[src/hwm_pkg.sv]
package hwm_pkg;

  // Register map
  localparam logic [7:0] ADDR_TEST = 8'h10;
  localparam logic [7:0] ADDR_OFS_AMB = 8'h1d;
  localparam logic [7:0] ADDR_OFS_RTWO = 8'h1e;
  localparam logic [7:0] ADDR_OFS_RONE = 8'h1f;
  localparam logic [7:0] ADDR_V2V5 = 8'h20;
  localparam logic [7:0] ADDR_CORE = 8'h21;
  localparam logic [7:0] ADDR_OWN = 8'h22;
  localparam logic [7:0] ADDR_V5 = 8'h23;
  localparam logic [7:0] ADDR_V12 = 8'h24;
  localparam logic [7:0] ADDR_T_RONE = 8'h25;
  localparam logic [7:0] ADDR_T_INT = 8'h26;
  localparam logic [7:0] ADDR_T_RTWO = 8'h27;

  // Values after reset and fixed codes
  localparam logic [7:0] RST_TEST = 8'h00;
  localparam logic [7:0] RST_OFS = 8'h00;
  localparam logic [7:0] RST_RESULT = 8'h00;
  localparam logic [7:0] UNDEF_READ = 8'h00;
  localparam logic [7:0] TEMP_FAULT = 8'h80;
  localparam logic [7:0] TEMP_MAX = 8'h7f;
  localparam logic [7:0] TEMP_MIN = 8'h81;
  localparam logic [7:0] VOLT_NOMINAL = 8'hc0;
  localparam logic [7:0] VOLT_FULL = 8'hff;

  // Refresh timing: longest allowed gap rounds down to whole cycles
  localparam int CLK_PERIOD_NS = 50;
  localparam int REFRESH_MIN_HZ = 4;
  localparam int REFRESH_PERIOD_NS = 1000000000 / REFRESH_MIN_HZ;
  localparam int REFRESH_CYCLES_DEF = REFRESH_PERIOD_NS / CLK_PERIOD_NS;

  typedef struct packed {
    logic rd;
    logic wr;
    logic [7:0] addr;
    logic [7:0] wdata;
  } hwm_req_t;

  typedef struct packed {
    logic [7:0] v2v5;
    logic [7:0] core;
    logic [7:0] own;
    logic [7:0] v5;
    logic [7:0] v12;
  } hwm_volt_t;

  typedef struct packed {
    logic [7:0] remote_one;
    logic [7:0] internal;
    logic [7:0] remote_two;
  } hwm_temp_t;

endpackage : hwm_pkg

[src/hwm_reading_regs.sv]
`timescale 1ns/1ps
module hwm_reading_regs
  import hwm_pkg::*;
#(
  parameter int REFRESH_CYCLES = REFRESH_CYCLES_DEF
) (
  input wire logic CLK_SYS,
  input wire logic RSTN,
  input wire hwm_req_t REG_REQ,
  output logic [7:0] REG_RDATA,
  output logic REG_RVALID,
  input wire logic LOCK,
  input wire hwm_volt_t VOLT_RAW,
  input wire hwm_temp_t TEMP_RAW,
  input wire logic DIODE_ONE_FAULT,
  input wire logic DIODE_TWO_FAULT,
  output logic [7:0] ZONE1_TEMP,
  output logic [7:0] ZONE2_TEMP,
  output logic [7:0] ZONE3_TEMP,
  output logic [1:0] DIODE_FAULT_STATUS,
  output logic [7:0] VENDOR_TEST,
  output logic REFRESH_STROBE
);

  logic [7:0] test_q;
  logic [7:0] ofs_amb_q;
  logic [7:0] ofs_rtwo_q;
  logic [7:0] ofs_rone_q;
  hwm_volt_t volt_q;
  hwm_temp_t temp_q;
  logic [1:0] fault_q;
  logic [7:0] rdata_d;
  logic [7:0] rdata_q;
  logic rvalid_q;
  logic tick;
  logic tick_q;
  logic [7:0] adj_rone;
  logic [7:0] adj_int;
  logic [7:0] adj_rtwo;
  logic wr_test;
  logic wr_ofs_amb;
  logic wr_ofs_rtwo;
  logic wr_ofs_rone;

  function automatic logic addr_defined(input logic [7:0] a);
    addr_defined = (a == ADDR_TEST) || (a >= ADDR_OFS_AMB && a <= ADDR_T_RTWO);
  endfunction : addr_defined

  function automatic logic addr_result(input logic [7:0] a);
    addr_result = (a >= ADDR_V2V5 && a <= ADDR_T_RTWO);
  endfunction : addr_result

  hwm_refresh_tick #(
    .PERIOD(REFRESH_CYCLES)
  ) u_tick (
    .clk(CLK_SYS),
    .rstn(RSTN),
    .tick(tick)
  );

  hwm_temp_adj u_adj_rone (
    .raw(TEMP_RAW.remote_one),
    .offset(ofs_rone_q),
    .fault(DIODE_ONE_FAULT),
    .adj(adj_rone)
  );

  hwm_temp_adj u_adj_int (
    .raw(TEMP_RAW.internal),
    .offset(ofs_amb_q),
    .fault(1'b0),
    .adj(adj_int)
  );

  hwm_temp_adj u_adj_rtwo (
    .raw(TEMP_RAW.remote_two),
    .offset(ofs_rtwo_q),
    .fault(DIODE_TWO_FAULT),
    .adj(adj_rtwo)
  );

  always_comb begin
    wr_test = REG_REQ.wr && (REG_REQ.addr == ADDR_TEST);
    wr_ofs_amb = REG_REQ.wr && !LOCK && (REG_REQ.addr == ADDR_OFS_AMB);
    wr_ofs_rtwo = REG_REQ.wr && !LOCK && (REG_REQ.addr == ADDR_OFS_RTWO);
    wr_ofs_rone = REG_REQ.wr && !LOCK && (REG_REQ.addr == ADDR_OFS_RONE);
  end

  always_ff @(posedge CLK_SYS or negedge RSTN) begin
    if (!RSTN) begin
      test_q <= RST_TEST;
    end else if (wr_test) begin
      test_q <= REG_REQ.wdata;
    end
  end

  always_ff @(posedge CLK_SYS or negedge RSTN) begin
    if (!RSTN) begin
      ofs_amb_q <= RST_OFS;
      ofs_rtwo_q <= RST_OFS;
      ofs_rone_q <= RST_OFS;
    end else begin
      if (wr_ofs_amb) begin
        ofs_amb_q <= REG_REQ.wdata;
      end
      if (wr_ofs_rtwo) begin
        ofs_rtwo_q <= REG_REQ.wdata;
      end
      if (wr_ofs_rone) begin
        ofs_rone_q <= REG_REQ.wdata;
      end
    end
  end

  // converter delivers already scaled unsigned codes
  // only the refresh tick loads results, never the host
  always_ff @(posedge CLK_SYS or negedge RSTN) begin
    if (!RSTN) begin
      volt_q <= '{default: RST_RESULT};
    end else if (tick) begin
      volt_q <= VOLT_RAW;
    end
  end

  always_ff @(posedge CLK_SYS or negedge RSTN) begin
    if (!RSTN) begin
      temp_q <= '{default: RST_RESULT};
      fault_q <= 2'h0;
    end else if (tick) begin
      temp_q.remote_one <= adj_rone;
      temp_q.internal <= adj_int;
      temp_q.remote_two <= adj_rtwo;
      fault_q <= {DIODE_TWO_FAULT, DIODE_ONE_FAULT};
    end
  end

  always_ff @(posedge CLK_SYS or negedge RSTN) begin
    if (!RSTN) begin
      tick_q <= 1'b0;
    end else begin
      tick_q <= tick;
    end
  end

  // Read mux; a read sees the register value before any same-cycle write
  always_comb begin
    unique case (REG_REQ.addr)
      ADDR_TEST: rdata_d = test_q;
      ADDR_OFS_AMB: rdata_d = ofs_amb_q;
      ADDR_OFS_RTWO: rdata_d = ofs_rtwo_q;
      ADDR_OFS_RONE: rdata_d = ofs_rone_q;
      ADDR_V2V5: rdata_d = volt_q.v2v5;
      ADDR_CORE: rdata_d = volt_q.core;
      ADDR_OWN: rdata_d = volt_q.own;
      ADDR_V5: rdata_d = volt_q.v5;
      ADDR_V12: rdata_d = volt_q.v12;
      ADDR_T_RONE: rdata_d = temp_q.remote_one;
      ADDR_T_INT: rdata_d = temp_q.internal;
      ADDR_T_RTWO: rdata_d = temp_q.remote_two;
      default: rdata_d = UNDEF_READ;
    endcase
  end

  always_ff @(posedge CLK_SYS or negedge RSTN) begin
    if (!RSTN) begin
      rdata_q <= UNDEF_READ;
      rvalid_q <= 1'b0;
    end else begin
      rvalid_q <= REG_REQ.rd;
      if (REG_REQ.rd) begin
        rdata_q <= rdata_d;
      end
    end
  end

  assign REG_RDATA = rdata_q;
  assign REG_RVALID = rvalid_q;
  assign ZONE1_TEMP = temp_q.remote_one;
  assign ZONE2_TEMP = temp_q.internal;
  assign ZONE3_TEMP = temp_q.remote_two;
  assign DIODE_FAULT_STATUS = fault_q;
  assign VENDOR_TEST = test_q;
  assign REFRESH_STROBE = tick_q;

  // Gap counter for the refresh bound check
  logic [31:0] gap_q;

  always_ff @(posedge CLK_SYS or negedge RSTN) begin
    if (!RSTN) begin
      gap_q <= 32'h0;
    end else if (tick) begin
      gap_q <= 32'h0;
    end else begin
      gap_q <= gap_q + 32'h1;
    end
  end
endmodule : hwm_reading_regs

[src/hwm_temp_adj.sv]
`timescale 1ns/1ps
module hwm_temp_adj
  import hwm_pkg::*;
(
  input wire logic [7:0] raw,
  input wire logic [7:0] offset,
  input wire logic fault,
  output logic [7:0] adj
);

  logic signed [8:0] sum;

  always_comb begin
    sum = $signed({raw[7], raw}) + $signed({offset[7], offset});
    if (fault || raw == TEMP_FAULT) begin
      adj = TEMP_FAULT;
    end else if (sum > $signed({1'b0, TEMP_MAX})) begin
      adj = TEMP_MAX;
    end else if (sum < $signed({1'b1, TEMP_MIN})) begin
      // Clamp to -127 so an offset never fakes the sensor error code
      adj = TEMP_MIN;
    end else begin
      adj = sum[7:0];
    end
  end

endmodule : hwm_temp_adj

[src/hwm_refresh_tick.sv]
`timescale 1ns/1ps
module hwm_refresh_tick #(
  parameter int PERIOD = 16
) (
  input wire logic clk,
  input wire logic rstn,
  output logic tick
);

  localparam int CW = $clog2(PERIOD + 1);
  localparam logic [CW-1:0] LAST = CW'(PERIOD - 1);

  logic [CW-1:0] cnt_q;

  always_ff @(posedge clk or negedge rstn) begin
    if (!rstn) begin
      cnt_q <= '0;
    end else if (cnt_q == LAST) begin
      cnt_q <= '0;
    end else begin
      cnt_q <= cnt_q + 1'b1;
    end
  end

  assign tick = (cnt_q == LAST);

endmodule : hwm_refresh_tick

[config.mk]
export PLATFORM = sky130hd
export DESIGN_NAME = hwm_reading_regs
export DESIGN_NICKNAME = d
export VERILOG_FILES = /design/src/hwm_pkg.sv /design/src/hwm_reading_regs.sv /design/src/hwm_temp_adj.sv /design/src/hwm_refresh_tick.sv
export SDC_FILE = /design/constraint.sdc
export NUM_CORES = 1
export LEC_CHECK = 0
export BUFFER_PORTS_ARGS = -buffer_cell sky130_fd_sc_hd__buf_2
export CAP_MARGIN = 15
export CORE_MARGIN = 3
export CORE_UTILIZATION = 57
export DETAILED_ROUTE_END_ITERATION = 7
export PLACE_DENSITY = 0.81
export SLEW_MARGIN = 20
export SYNTH_ARGS = -nofsm -noshare
export SYNTH_HDL_FRONTEND = slang
export SYNTH_HIERARCHICAL = 1
export SYNTH_SLANG_ARGS = --single-unit
[constraint.sdc]
create_clock -name CLK_SYS -period 2.97 [get_ports CLK_SYS]
set_input_delay 0.297 -clock CLK_SYS [delete_from_list [all_inputs] [get_ports CLK_SYS]]
set_output_delay 0.297 -clock CLK_SYS [all_outputs]
set_load 0.01 [all_outputs]
==> results.json <==
{
  "status": "completed",
  "clk_pin_slew_ns": 0.06,
  "dr.first_iter.drc_count": 571,
  "syn_avg_cell_area_um2": 11.6,
  "grt_pass1_wl_um": 35700,
  "placed_area_um2": 8720,
  "leakage_uw": 0.00450,
  "synth_cell_types": 90,
  "drive_above_1_share": 0.387,
  "grt_setup_unrepaired": "no",
  "first_pass_iters": 5,
  "clk_latency_ns": 0.42,
  "ys_warn_count": 6,
  "power_density_nw_per_um2": 463,
  "synth-edff-count": 0,
  "ff2ff_setup_slack_ns": 0.13,
  "numCtsBuffers": 17,
  "grt.overflow.total": 0,
  "gr-usage-all-layers": 0.313,
  "async_reset_ff_frac": 1.00,
  "finalSetupViolCount": 0,
  "fmax_mhz": 352,
  "grt_pass1_vias": 6419,
  "portBuffers": 130,
  "place_congestion": 0.955,
  "fin_crit_sh": 0.958,
  "dr_total_vias": 6542,
  "ys_ff_latch": 131,
  "min_to": "REG_RVALID",
  "holdPathStages": 1,
  "tightest_slew_ns": 0.659,
  "ys.flop_type": "dfrtp_1",
  "root_buffer": "clkbuf_16",
  "hold_violations": 0,
  "max-cap-violations": 0,
  "ys_seq_area_frac": 0.416,
  "core_area_um2": 13400,
  "syn_inst": 681,
  "startpoint_type": "flip-flop",
  "yosys.area.top_type": "dfrtp_1",
  "drc_errors": 0,
  "timing.setup.tns_ns": 0,
  "worstSetupPathType": "flip-flop to flip-flop",
  "htreeDepth": 4,
  "wl_per_cell_um": 23.1,
  "die_w_um": 124,
  "path_max_fanout": 6,
  "rows": 42,
  "worst_ep_required_time_ns": 3.27,
  "drtAntennaViolNets": 0,
  "grt_max_degree": 57,
  "ios": 131,
  "drt_wl_total_um": 23200,
  "final_core_util": 0.695,
  "min_period_ns": 2.84,
  "start_util": 0.588,
  "fin_cells": 1005,
  "ir_drop_uv": 408,
  "cts_tree": "built",
  "clkSinkCount": 131,
  "ys_top_cells_by_area": "dfrtp_1 (42%), mux2_2 (13%), ha_1 (4.0%)",
  "cts_resized": 0,
  "dp_hpwl_um": 17300,
  "nFillCells": 998,
  "synth_area_um2": 7880,
  "antenna_cells": 0,
  "final_nets": 931,
  "hold_start": "REG_REQ[17]",
  "endpoint_kind": "flip-flop",
  "r2r_cells": 8,
  "synth_top_area_share": 0.416,
  "die_y_um": 124,
  "critical_path_arrival_ns": 3.14,
  "holdCritPathClass": "input port to flip-flop",
  "antenna_found_initial": 0,
  "final_cell_area_um2": 9310,
  "via_per_inst": 6.51,
  "power_uw": 4310,
  "die_area_um2": 15300,
  "clock_path_buffers": 2,
  "area_growth_pct": 18.2,
  "r2r_end": "ZONE3_TEMP[3]",
  "placed_cells": 972,
  "drv_slew": 0,
  "timing.rr.start": "ofs_rtwo_q[0]",
  "max-slew-margin-rel": 0.560,
  "skew_ns": 0.00825
}
==> layer usage <==
metal	up-vias	track usage	share of wire
met5	-	0	0
met4	0	0.109	0.026
met3	44	0.0613	0.079
met2	331	0.495	0.47
met1	3280	0.431	0.42
li1	2887	-	-
==> where the power goes <==
group / total, uW / switching (uW) / internal [uW]
Combinational: 431 / 264 / 167
Sequential: 1820 / 19.1 / 1800
Clock: 2060 / 805 / 1250
==> cells in the final DEF, fill, tap and decap left out, types with 5 or more instances in the layout <==
| cell | instances |
|---|---|
| dfrtp_1 | 131 |
| buf_2 | 129 |
| mux2_2 | 90 |
| nor2_1 | 34 |
| nand3_1 | 30 |
| nand2_1 | 28 |
| ha_1 | 25 |
| a21oi_1 | 20 |
| xnor2_1 | 18 |
| clkbuf_16 | 17 |
| mux2_4 | 16 |
| nand4_1 | 14 |
| a22oi_1 | 12 |
| o22ai_1 | 12 |
| a21o_1 | 11 |
| inv_1 | 10 |
| buf_4 | 10 |
| and3_1 | 9 |
| nor4b_1 | 9 |
| xor2_1 | 9 |
| o31ai_1 | 9 |
| nor3_1 | 8 |
| mux2i_1 | 7 |
| o21ai_0 | 7 |
| a32oi_1 | 7 |
| o21a_1 | 7 |
| or3_1 | 6 |
| a211oi_1 | 6 |
| and2_1 | 5 |
| o211ai_1 | 5 |
| nor4_1 | 5 |
==> critical path, stage by stage, from the launching register on <==
cell and delay (ns):
dfrtp_1 0.41, ha_1 0.26, fa_1 0.43, a21o_1 0.21
a221oi_2 0.31, o21ai_1 0.24, nor3_2 0.39, o22ai_1 0.18
mux2_2 0.30
==> sequential cells by signal, summed over array words and instances (netlist names) <==
signal and flops:
REG_RDATA 8, ZONE2_TEMP 8, REFRESH_STROBE 1, ZONE1_TEMP 8, u_tick/cnt_q 23, ofs_rone_q 8, ZONE3_TEMP 8, volt_q 40
ofs_amb_q 8, ofs_rtwo_q 8, VENDOR_TEST 8, DIODE_FAULT_STATUS 2, REG_RVALID 1
==> worst max path at each step <==
stage	start	to	cells after the start
final	ofs_rtwo_q[0]	ZONE3_TEMP[3]	8
after CTS	ofs_rtwo_q[0]	ZONE3_TEMP[3]	8
after global placement	TEMP_RAW[0]	ZONE3_TEMP[5]	9
after global routing	ofs_rtwo_q[0]	ZONE3_TEMP[2]	8
after detailed placement	ofs_rtwo_q[0]	ZONE3_TEMP[1]	8
after floorplan	u_tick/cnt_q[0]	volt_q[0]	7
==> cell families after synthesis <==
| group | Yosys count | share of synthesized area |
|---|---|---|
| compound gates | 148 | 0.153 |
| buf+inv | 38 | 0.0230 |
| mux | 113 | 0.168 |
| other cells | 1 | 0.000476 |
| xor+xnor | 27 | 0.0300 |
| simple gates | 195 | 0.162 |
| flops | 131 | 0.416 |
| fa+ha+maj | 28 | 0.0473 |
==> area by class of cell <==
class	instances	area [um^2]	area share
clock inverter	13	136	0.0147
multi-input combinational	513	4420	0.475
timing repair buffer	142	771	0.0828
clock buffer	19	443	0.0476
sequential	131	3280	0.352
inverter	11	41.3	0.00444
tap	176	220	0.0237
==> through the flow <==
| stage | hold WS (ns) | setup slack [ns] |
|---|---|---|
| after floorplan | 0.00141 | 0.250 |
| after global placement | 0.307 | 0.458 |
| after detailed placement | 0.317 | 0.274 |
| after CTS | 0.0529 | 0.192 |
| after global routing | 0.0586 | 0.0334 |
| final | 0.0695 | 0.126 |
==> what timing repair did <==
| action | CTS | global route |
|---|---|---|
| hold endpoints to repair | 37 | 0 |
| hold buffers | 1 | 0 |
| setup buffers | 0 | 0 |
==> cell usage after synthesis, types with 14 or more instances <==
master / n
dfrtp_1: 131
mux2_2: 90
nor2_1: 34
nand3_1: 30
nand2_1: 28
ha_1: 25
a21oi_1: 20
xnor2_1: 18
mux2_4: 16
clkbuf_1: 14
nand4_1: 14
No activity file was read; power rests on OpenSTA's default activity.
